<file path="src/hw/egp_consts.vh">
// Purpose: Constants for the eight-bit port block
// Assumes: Word register offsets as printed, 16-bit data
// Notes:   Included by all design files
`ifndef EGP_CONSTS_VH
`define EGP_CONSTS_VH

`define EGP_OFS_FUNC     6'h00
`define EGP_OFS_OE       6'h04
`define EGP_OFS_PULL     6'h08
`define EGP_OFS_INEN     6'h0c
`define EGP_OFS_IN       6'h10
`define EGP_OFS_OUT      6'h14
`define EGP_OFS_SET      6'h18
`define EGP_OFS_CLR      6'h1c
`define EGP_OFS_TGL      6'h20
`define EGP_OFS_EVCFG0   6'h24
`define EGP_OFS_EVCFG1   6'h28
`define EGP_OFS_EVCLR    6'h2c
`define EGP_OFS_EVPEND   6'h30
`define EGP_OFS_SYNC     6'h34

`define EGP_RST_16       16'h0000
`define EGP_RST_8        8'h00
`define EGP_PULL_MASK    8'hfb

`define EGP_FN_GPIO      2'h0
`define EGP_FN_INT       2'h1
`define EGP_FN_SYNC      2'h2

`define EGP_EV_RISE      3'h0
`define EGP_EV_FALL      3'h1
`define EGP_EV_BOTH      3'h2
`define EGP_EV_HIGH      3'h3
`define EGP_EV_LOW       3'h4

`endif

</file>
<file path="src/hw/egp_event_det.v">
// Purpose: Event detector for one synchronised pin level
// Assumes: Input already passed two flip-flops
// Notes:   Edges give a pulse, levels follow the source
`timescale 1ns/100ps
`include "egp_consts.vh"

module egp_event_det (
  input  wire       clk,
  input  wire       sys_rst,
  input  wire       level_in,
  input  wire       enable,
  input  wire [2:0] mode,
  output reg        event_out
);

  reg prev_reg;

  always @(posedge clk or posedge sys_rst) begin
    if (sys_rst) begin
      prev_reg <= 1'b0;
    end else begin
      prev_reg <= level_in;
    end
  end

  always @* begin
    event_out = 1'b0;
    if (enable) begin
      case (mode)
        `EGP_EV_RISE: event_out = level_in & ~prev_reg;
        `EGP_EV_FALL: event_out = ~level_in & prev_reg;
        `EGP_EV_BOTH: event_out = level_in ^ prev_reg;
        `EGP_EV_HIGH: event_out = level_in;
        `EGP_EV_LOW:  event_out = ~level_in;
        default:      event_out = 1'b0;
      endcase
    end
  end

endmodule

</file>
<file path="src/hw/egp_port.v">
// Purpose: Eight-bit general purpose port with function multiplexer
// Assumes: Simple synchronous register port, one access per cycle
// Notes:   Pin pads resolve level from pin_out and pin_oe
`timescale 1ns/100ps
`include "egp_consts.vh"

module egp_port #(
  parameter WIDTH = 8
) (
  input  wire             clk,
  input  wire             sys_rst,
  input  wire [5:0]       reg_addr,
  input  wire             reg_wr,
  input  wire             reg_rd,
  input  wire [15:0]      reg_wdata,
  output reg  [15:0]      reg_rdata,
  input  wire [WIDTH-1:0] pin_in,
  output wire [WIDTH-1:0] pin_out,
  output wire [WIDTH-1:0] pin_oe,
  output wire [WIDTH-1:0] pull_up_on,
  input  wire             interrupt_line_zero,
  input  wire             interrupt_line_one,
  input  wire             seq_sync_wr,
  input  wire [WIDTH-1:0] seq_sync_data,
  output wire [WIDTH-1:0] event_pending,
  output wire             wake_request,
  output wire             seq_trigger
);

  ////////////////////////////////////////////////////////////////////////
  // Registers
  reg  [15:0]      pin_function_config_reg;
  reg  [WIDTH-1:0] output_enable_reg;
  reg  [WIDTH-1:0] pull_resistor_enable_reg;
  reg  [WIDTH-1:0] input_path_enable_reg;
  reg  [WIDTH-1:0] input_level_reg;
  reg  [WIDTH-1:0] output_level_reg;
  reg  [WIDTH-1:0] output_level_next;
  reg  [15:0]      ev_cfg0_reg;
  reg  [15:0]      ev_cfg1_reg;
  reg  [WIDTH-1:0] ev_pend_reg;
  reg  [WIDTH-1:0] ev_pend_next;
  reg  [WIDTH-1:0] sequencer_pin_sync_reg;
  reg  [WIDTH-1:0] sync1_reg;
  reg  [WIDTH-1:0] sync2_reg;
  reg  [WIDTH-1:0] int_drv;
  reg  [WIDTH-1:0] out_mux;
  wire [WIDTH-1:0] ev_hit;
  wire             wr_hit;
  integer          i;

  // Two-bit function field of pin n; pin 7 field is bits 15:14
  function [1:0] fn_sel;
    input [15:0] cfg;
    input integer n;
    begin
      fn_sel = cfg[2*n +: 2];
    end
  endfunction

  // Three-bit event mode of pin n from the two config words
  function [2:0] ev_mode;
    input [15:0] c0;
    input [15:0] c1;
    input integer n;
    begin
      if (n < 4) begin
        ev_mode = c0[4*n +: 3];
      end else begin
        ev_mode = c1[4*(n-4) +: 3];
      end
    end
  endfunction

  function ev_en;
    input [15:0] c0;
    input [15:0] c1;
    input integer n;
    begin
      if (n < 4) begin
        ev_en = c0[4*n+3];
      end else begin
        ev_en = c1[4*(n-4)+3];
      end
    end
  endfunction

  assign wr_hit = reg_wr;

  ////////////////////////////////////////////////////////////////////////
  // Pin input synchroniser and registered readback
  always @(posedge clk or posedge sys_rst) begin
    if (sys_rst) begin
      sync1_reg       <= `EGP_RST_8;
      sync2_reg       <= `EGP_RST_8;
      input_level_reg <= `EGP_RST_8;
    end else begin
      sync1_reg       <= pin_in;
      sync2_reg       <= sync1_reg;
      input_level_reg <= sync2_reg & input_path_enable_reg;
    end
  end

  ////////////////////////////////////////////////////////////////////////
  // Event detection
  genvar g;
  generate
    for (g = 0; g < WIDTH; g = g + 1) begin : det
      egp_event_det u_det (
        .clk       (clk),
        .sys_rst   (sys_rst),
        .level_in  (sync2_reg[g]),
        .enable    (ev_en(ev_cfg0_reg, ev_cfg1_reg, g)),
        .mode      (ev_mode(ev_cfg0_reg, ev_cfg1_reg, g)),
        .event_out (ev_hit[g])
      );
    end
  endgenerate

  // Set wins over a clear in the same cycle
  always @* begin
    ev_pend_next = ev_pend_reg;
    if (wr_hit && reg_addr == `EGP_OFS_EVCLR) begin
      ev_pend_next = ev_pend_reg & ~reg_wdata[WIDTH-1:0];
    end
    ev_pend_next = ev_pend_next | ev_hit;
  end

  assign event_pending = ev_pend_reg;
  assign wake_request  = |ev_pend_reg;
  assign seq_trigger   = |ev_hit;

  ////////////////////////////////////////////////////////////////////////
  // Output data with atomic set, clear and toggle
  always @* begin
    output_level_next = output_level_reg;
    if (wr_hit) begin
      case (reg_addr)
        `EGP_OFS_OUT:
          output_level_next = reg_wdata[WIDTH-1:0];
        `EGP_OFS_SET:
          output_level_next = output_level_reg | reg_wdata[WIDTH-1:0];
        `EGP_OFS_CLR:
          output_level_next = output_level_reg & ~reg_wdata[WIDTH-1:0];
        `EGP_OFS_TGL:
          output_level_next = output_level_reg ^ reg_wdata[WIDTH-1:0];
        default:
          output_level_next = output_level_reg;
      endcase
    end
  end

  always @(posedge clk or posedge sys_rst) begin
    if (sys_rst) begin
      pin_function_config_reg  <= `EGP_RST_16;
      output_enable_reg        <= `EGP_RST_8;
      pull_resistor_enable_reg <= `EGP_RST_8;
      input_path_enable_reg    <= `EGP_RST_8;
      output_level_reg         <= `EGP_RST_8;
      ev_cfg0_reg              <= `EGP_RST_16;
      ev_cfg1_reg              <= `EGP_RST_16;
      ev_pend_reg              <= `EGP_RST_8;
      sequencer_pin_sync_reg   <= `EGP_RST_8;
    end else begin
      output_level_reg <= output_level_next;
      ev_pend_reg      <= ev_pend_next;
      if (seq_sync_wr) begin
        sequencer_pin_sync_reg <= seq_sync_data;
      end
      if (wr_hit) begin
        case (reg_addr)
          `EGP_OFS_FUNC:   pin_function_config_reg <= reg_wdata;
          `EGP_OFS_OE:     output_enable_reg <= reg_wdata[WIDTH-1:0];
          `EGP_OFS_PULL:   pull_resistor_enable_reg <= reg_wdata[WIDTH-1:0];
          `EGP_OFS_INEN:   input_path_enable_reg <= reg_wdata[WIDTH-1:0];
          `EGP_OFS_EVCFG0: ev_cfg0_reg <= reg_wdata;
          `EGP_OFS_EVCFG1: ev_cfg1_reg <= reg_wdata;
          default:         ev_cfg0_reg <= ev_cfg0_reg;
        endcase
      end
    end
  end

  ////////////////////////////////////////////////////////////////////////
  // Function multiplexer
  always @* begin
    int_drv = `EGP_RST_8;
    int_drv[0] = interrupt_line_zero;
    int_drv[3] = interrupt_line_zero;
    int_drv[6] = interrupt_line_zero;
    int_drv[4] = interrupt_line_one;
    int_drv[7] = interrupt_line_one;
    for (i = 0; i < WIDTH; i = i + 1) begin
      case (fn_sel(pin_function_config_reg, i))
        `EGP_FN_INT:  out_mux[i] = int_drv[i];
        `EGP_FN_SYNC: out_mux[i] = sequencer_pin_sync_reg[i];
        default:      out_mux[i] = output_level_reg[i];
      endcase
    end
  end

  assign pin_out    = out_mux;
  assign pin_oe     = output_enable_reg;
  assign pull_up_on = pull_resistor_enable_reg & `EGP_PULL_MASK;

  ////////////////////////////////////////////////////////////////////////
  // Read mux, strobe registers read zero
  always @(posedge clk or posedge sys_rst) begin
    if (sys_rst) begin
      reg_rdata <= `EGP_RST_16;
    end else if (reg_rd) begin
      case (reg_addr)
        `EGP_OFS_FUNC:   reg_rdata <= pin_function_config_reg;
        `EGP_OFS_OE:     reg_rdata <= {8'h00, output_enable_reg};
        `EGP_OFS_PULL:   reg_rdata <= {8'h00, pull_resistor_enable_reg};
        `EGP_OFS_INEN:   reg_rdata <= {8'h00, input_path_enable_reg};
        `EGP_OFS_IN:     reg_rdata <= {8'h00, input_level_reg};
        `EGP_OFS_OUT:    reg_rdata <= {8'h00, output_level_reg};
        `EGP_OFS_EVCFG0: reg_rdata <= ev_cfg0_reg;
        `EGP_OFS_EVCFG1: reg_rdata <= ev_cfg1_reg;
        `EGP_OFS_EVPEND: reg_rdata <= {8'h00, ev_pend_reg};
        `EGP_OFS_SYNC:   reg_rdata <= {8'h00, sequencer_pin_sync_reg};
        default:         reg_rdata <= `EGP_RST_16;
      endcase
    end
  end

endmodule

</file>
<file path="config.mk">
export PLATFORM = sky130hd
export DESIGN_NAME = egp_port
export DESIGN_NICKNAME = d
export VERILOG_FILES = /design/src/hw/egp_event_det.v /design/src/hw/egp_port.v
export VERILOG_INCLUDE_DIRS = /design/src /design/src/hw
export SDC_FILE = /design/constraint.sdc
export NUM_CORES = 1
export LEC_CHECK = 0
export BUFFER_PORTS_ARGS = -buffer_cell sky130_fd_sc_hd__buf_2
export CAP_MARGIN = 20
export CORE_MARGIN = 4
export CORE_UTILIZATION = 55
export CTS_BUF_LIST = sky130_fd_sc_hd__clkbuf_16
export CTS_CLUSTER_SIZE = 12
export DETAILED_ROUTE_END_ITERATION = 8
export PLACE_DENSITY_LB_ADDON = 0.05
export SYNTH_ARGS = -nofsm -noshare
export SYNTH_HDL_FRONTEND = slang
export SYNTH_SLANG_ARGS = --single-unit
</file>
<file path="constraint.sdc">
create_clock -name clk -period 10.75 [get_ports clk]
set_input_delay 1.6125 -clock clk [delete_from_list [all_inputs] [get_ports clk]]
set_output_delay 1.6125 -clock clk [all_outputs]
set_load 0.02 [all_outputs]
</file>
==> flow_summary.ini, run 1 <==
[worst_setup_path]
r2r_cells = 6
path_cells = ha_1 > nor2b_1 > a2111oi_0 > o31ai_1 > nand4_1 > nand4bb_1 > buf_2
slowest_delay_ns = 0.56
cp_max_fo = 5
cp.arrival_ns = 2.58
path_class = reg2out
slowest_stage = o31ai_1
end_kind = output port
startpoint_type = flip-flop
crit_required_ns = 9.14

[layout]
drive_above_1_share_pct = 24.0
finalNetCount = 848
nFillCells = 1047
syn2layout_area_growth_pct = 15.1
instances_no_fill = 943
diodes = 0
final_area_mm2 = 0.00842
postLayoutCoreUtil_pct = 65.7

[timing]
worst_pin_slew_ns = 1.01
post-route-min-period_ns = 4.19
slew_viol_final = 0
max_slew_margin_pct = 31.9
finalSetupViolations = 0
finalSetupTns_ns = 0
rsz0062_at_grt = no
fin_skew_ns = 0.0114
fmax_mhz = 239
finalHoldViolCount = 0
fin_crit_sh_pct = 39.0

[yosys]
syn-instance-count = 676
synthTopCellsByArea = dfrtp_1 (49%), ha_1 (7.7%), mux2_2 (6.0%)
ys_seq_elements = 144
syn_nets = 766
synth_common_cells = dfrtp_1 (144), nand2_1 (79), inv_1 (62)
yosys_warnings = 0
yosysTopAreaCell = dfrtp_1
synth_seq_area_share_pct = 49.3
async_flop_share_pct = 100
synthFlopType = dfrtp_1
avgSynthCellArea_um2 = 10.8
synthDistinctLibCells = 54
synthDominantCellAreaShare_pct = 49.3
synth.most_common_cell = dfrtp_1
synth_edf_count = 0
synth_area_mm2 = 0.00732

[global_route]
grt_pass1_wl_um = 30700
grt_antenna_before_repair = 0
grt_pass1_vias = 5394
grt-ovfl-total = 0
grtUsageTotal_pct = 27.4
grt_max_degree = 81

[floorplan]
die_area_mm2 = 0.0152
start_util_pct = 57.0
coreArea_mm2 = 0.0128
die_w_um = 123
die_height_um = 123
num_io_pins = 95
row_count = 41

[power]
power_density_mw_per_mm2 = 177
p_leak_nw = 4.06
irDropWorstVdd_mv = 0.106
netSwitchingFraction_pct = 29.2
seq_power_share_pct = 45.2
p_sw_uw = 437
clkPwrFrac_pct = 38.9
internal_power_mw = 1.06
finalPower_mw = 1.49
pwr-share-comb_pct = 15.9

[clock_network]
cts_buffers = 17
htree_levels = 4
cts_root_buf = clkbuf_16
cts_resized = 0
cts_tree = built
ctsHoldBuffers = 0
cts_setup_buffers = 0
clk_pin_slew_ns = 0.06
clockBufferDepth = 2
clock-sinks = 144
insertion_delay_ns = 0.43

[drt]
drt_pass1_iterations = 8
drt_iter0_markers = 550
ant_nets = 0
wl_per_cell_um = 20.9
via_count = 5640
drt-total-wl_um = 19700
viasPerCell = 5.98
drc = 0

[worst_hold_path]
whs_path_depth = 0
hold_path.class = reg2reg

[placement]
gp_congestion = 0.937
dp.cells = 911
io_buffers = 93
placed_area_mm2 = 0.00784
post-dp-hpwl_um = 14500

[flow_run]
max_cap_violations = 0

[run_status]
run_status = complete, no violations
[cells by family after synthesis]
| group | Yosys count | share of synthesized area (%) |
|---|---|---|
| adder cells (fa/ha/maj) | 45 | 7.70 |
| flip-flops | 144 | 49.3 |
| buffers and inverters | 95 | 5.64 |
| multiplexers | 74 | 11.6 |
| other | 1 | 0.0513 |
| AND/OR/NAND/NOR | 167 | 12.0 |
| AO/OA/AOI/OAI | 150 | 13.8 |
[per-layer routing]
layer	global-route usage (%)	wire, um	vias up
li1	-	-	2571
met1	39.4	8910	2800
met2	41.0	8950	239
met3	6.59	1460	30
met4	9.48	420	0
met5	0	0	-
[final timing paths]
| check | start | end | slack (ns) |
|---|---|---|---|
| max | sync2_reg[4] | seq_trigger | 6.56 |
| min | sync1_reg[0] | sync2_reg[0] | 0.35 |
| max reg2reg | sync2_reg[1] | event_pending[1] | 8.96 |
| min reg2reg | sync1_reg[0] | sync2_reg[0] | 0.35 |
| max in group asynchronous | sys_rst | sync1_reg[5] | 8.08 |
| min in group asynchronous | sys_rst | fn_sel.cfg[14] | 1.25 |
[worst max-delay path, delay by kind of cell, from the launching register on]
family                   cells  cell delay [ns]
AO/OA/AOI/OAI                2             0.63
adder cells (fa/ha/maj)      1             0.29
flip-flops                   1             0.44
AND/OR/NAND/NOR              3             0.58
buffers and inverters        1             0.19
[power by group through the flow]
stage / clock, mW / sequential (mW) / combinational, mW
after floorplan: 0 / 0.665 / 0.158
after global placement: 0 / 0.679 / 0.229
after detailed placement: 0 / 0.682 / 0.237
after CTS: 0.586 / 0.673 / 0.240
after global routing: 0.612 / 0.683 / 0.265
final: 0.581 / 0.675 / 0.238
[cells in the final DEF (no fill, tap or decap), drive strengths merged, types with 3 or more instances in the layout]
cell type,netlist,final
a2111oi,10,10
a21oi,19,19
a221oi,11,11
a222oi,9,9
a22o,11,11
a22oi,8,8
a311oi,3,3
a32oi,7,7
and2,9,9
buf,23,96
bufinv,0,3
clkbuf,10,17
clkinv,0,7
dfrtp,144,144
ha,45,45
inv,62,65
mux2,43,43
mux2i,28,28
mux4,3,3
nand2,82,82
nand2b,9,9
nand3,3,3
nor2,20,20
nor2b,9,9
nor3,10,10
nor3b,4,4
nor4,6,6
nor4b,3,3
o21ai,55,55
o22ai,9,9
or4b,3,3
[through the flow]
stage,setup slack (ns),hold slack [ns]
floorplan,5.27,0.331
global placement,6.73,0.333
global route,6.35,0.352
detailed placement,6.60,0.335
finish,6.56,0.347
CTS,6.58,0.348
[final cells by class]
type	count	area, um2	share of cell area, %
Sequential cell	144	3600	42.8
Inverter	62	238	2.82
Clock inverter	15	154	1.83
Timing Repair Buffer	96	488	5.79
Clock buffer	17	425	5.05
Tap cell	172	215	2.55
Multi-Input combinational cell	437	3300	39.2
Power figures use the tool's default switching activity.
==> run 2, diff against run 1 <==
--- a/config.mk
+++ b/config.mk
@@ -9,7 +9,7 @@
 export BUFFER_PORTS_ARGS = -buffer_cell sky130_fd_sc_hd__buf_2
 export CAP_MARGIN = 20
 export CORE_MARGIN = 4
-export CORE_UTILIZATION = 55
+export CORE_UTILIZATION = 53
 export CTS_BUF_LIST = sky130_fd_sc_hd__clkbuf_16
 export CTS_CLUSTER_SIZE = 12
 export DETAILED_ROUTE_END_ITERATION = 8
==> constraint.sdc (replaced) <==
create_clock -name clk -period 3.4 [get_ports clk]
set_input_delay 0.51 -clock clk [delete_from_list [all_inputs] [get_ports clk]]
set_output_delay 0.51 -clock clk [all_outputs]
set_load 0.02 [all_outputs]
==> run 2 against run 1 <==
Non-clock buffer count increased by 1. Combinational power increased to 3.2 times the previous value. Power increased to 3.2 times the previous value. Wire length increased by 5.5%. Clock power increased to 3.3 times the previous value. Sequential power increased to 3.2 times the previous value. Die area increased by 3.5%. First-iteration DRC count decreased by 1.3%. Setup slack got worse by 6.2 ns. Cell count increased by 0.53%. Clock skew decreased by 0.0047 ns. Critical endpoint unchanged. Largest cell class unchanged. Highest routed layer unchanged.
==> flow_summary.ini, run 2 (synthesis results as in run 1) <==
[run_status]
run_status = complete, no violations

[worst_setup_path]
end_kind = output port
cp.arrival_ns = 2.54
cp_max_fo = 5
r2r_cells = 6
startpoint_type = flip-flop
r2r_slack_ns = 1.62
crit_required_ns = 2.89
path_class = reg2out

[timing]
fin_crit_sh_pct = 89.6
post-route-min-period_ns = 3.05
slew_viol_final = 0
rsz0062_at_grt = no
timing.hold.ws_ns = 0.191
finalSetupViolations = 0
max_slew_margin_pct = 31.4
fmax_mhz = 328
finalHoldViolCount = 0
fin_skew_ns = 0.00664
worst_pin_slew_ns = 1.02
fin_ws_ns = 0.353
finalSetupTns_ns = 0

[clock_network]
cts_setup_buffers = 0
insertion_delay_ns = 0.42
clockBufferDepth = 2
htree_levels = 4
cts_resized = 0
cts_tree = built
cts_buffers = 17
clk_pin_slew_ns = 0.06
ctsHoldBuffers = 0
clock-sinks = 144
cts_root_buf = clkbuf_16

[power]
irDropWorstVdd_mv = 0.397
power_density_mw_per_mm2 = 570
p_leak_nw = 4.06

[placement]
place_ws_ns = 0.554
placed_area_mm2 = 0.00787
dp.cells = 916
gp_congestion = 0.873
post-dp-hpwl_um = 15000
io_buffers = 93

[layout]
register_area_mm2 = 0.00360
multi_input_area_mm2 = 0.00330
layout_commonest_cell = dfrtp_1
final_cell_mix = dfrtp_1 (144), buf_2 (93), nand2_1 (79)
diodes = 0
finalNetCount = 849
nFillCells = 1093
drive_above_1_share_pct = 23.7
instances_no_fill = 948
final_area_mm2 = 0.00847
syn2layout_area_growth_pct = 15.8

[floorplan]
die_w_um = 125
num_io_pins = 95
row_count = 42
die_area_mm2 = 0.0157
start_util_pct = 54.6
coreArea_mm2 = 0.0134
die_height_um = 125

[drt]
drt_iter0_markers = 543
wl_per_cell_um = 22.0
drt-total-wl_um = 20800
viasPerCell = 5.98
ant_nets = 0
drc = 0
drt_pass1_iterations = 5
via_count = 5671

[worst_hold_path]
whs_path_depth = 1
hold_path.class = in2reg

[global_route]
grt_max_degree = 145
grt_antenna_before_repair = 0
grt_pass1_wl_um = 32500
grtUsageTotal_pct = 26.8
grt_pass1_vias = 5776
grt-ovfl-total = 0

[flow_run]
max_cap_violations = 0
run 2: cell count changes in the layout (fill, tap and decap cells not counted), sizes merged:
cell / delta
buf: +1
clkinv: +1
clkinvlp: +1
bufinv: +1
inv: -3
run 2: worst max-delay path, stage by stage, from the launching register on:
cell	delay (ns)
dfrtp_1	0.42
inv_1	0.09
ha_1	0.18
mux2i_1	0.13
nor3b_1	0.06
a311oi_1	0.54
nand4_1	0.24
nand4bb_1	0.25
buf_2	0.20
run 2: worst paths after layout:
check                              from          endpoint
min reg2reg                sync1_reg[3]      sync2_reg[3]
max reg2reg                sync2_reg[1]  event_pending[1]
min in group asynchronous       sys_rst   ev_cfg1_reg[14]
min                           pin_in[0]      sync1_reg[0]
max in group asynchronous       sys_rst         pin_oe[1]
max                        sync2_reg[5]       seq_trigger
run 2: area by class of cell:
type	count	share of cell area, %
Tap cell	176	2.60
Clock inverter	15	2.07
Sequential cell	144	42.6
Timing Repair Buffer	97	6.00
Inverter	62	2.79
Multi-Input combinational cell	437	39.0
Clock buffer	17	5.02
run 2: power breakdown:
| part | leakage [nW] | internal (mW) | switching (mW) |
|---|---|---|---|
| Sequential | 1.80 | 1.90 | 0.241 |
| Clock | 0.289 | 1.21 | 0.714 |
| Combinational | 1.97 | 0.308 | 0.451 |
| Total | 4.06 | 3.42 | 1.41 |
run 2: routing by layer:
metal | GRT usage [%] | wire length [um] | vias up
li1 | - | - | 2567
met1 | 37.2 | 9070 | 2833
met2 | 41.2 | 9560 | 233
met3 | 7.42 | 1610 | 38
met4 | 8.61 | 587 | 0
met5 | 0 | 0 | -
run 2: stage by stage:
stage	total power [mW]	util [%]
3_3_place_gp	2.88	58.7
4_1_cts	4.83	63.2
2_1_floorplan	2.60	-
3_5_place_dp	2.92	58.7
5_1_grt	5.02	63.2
6_report	4.82	63.2
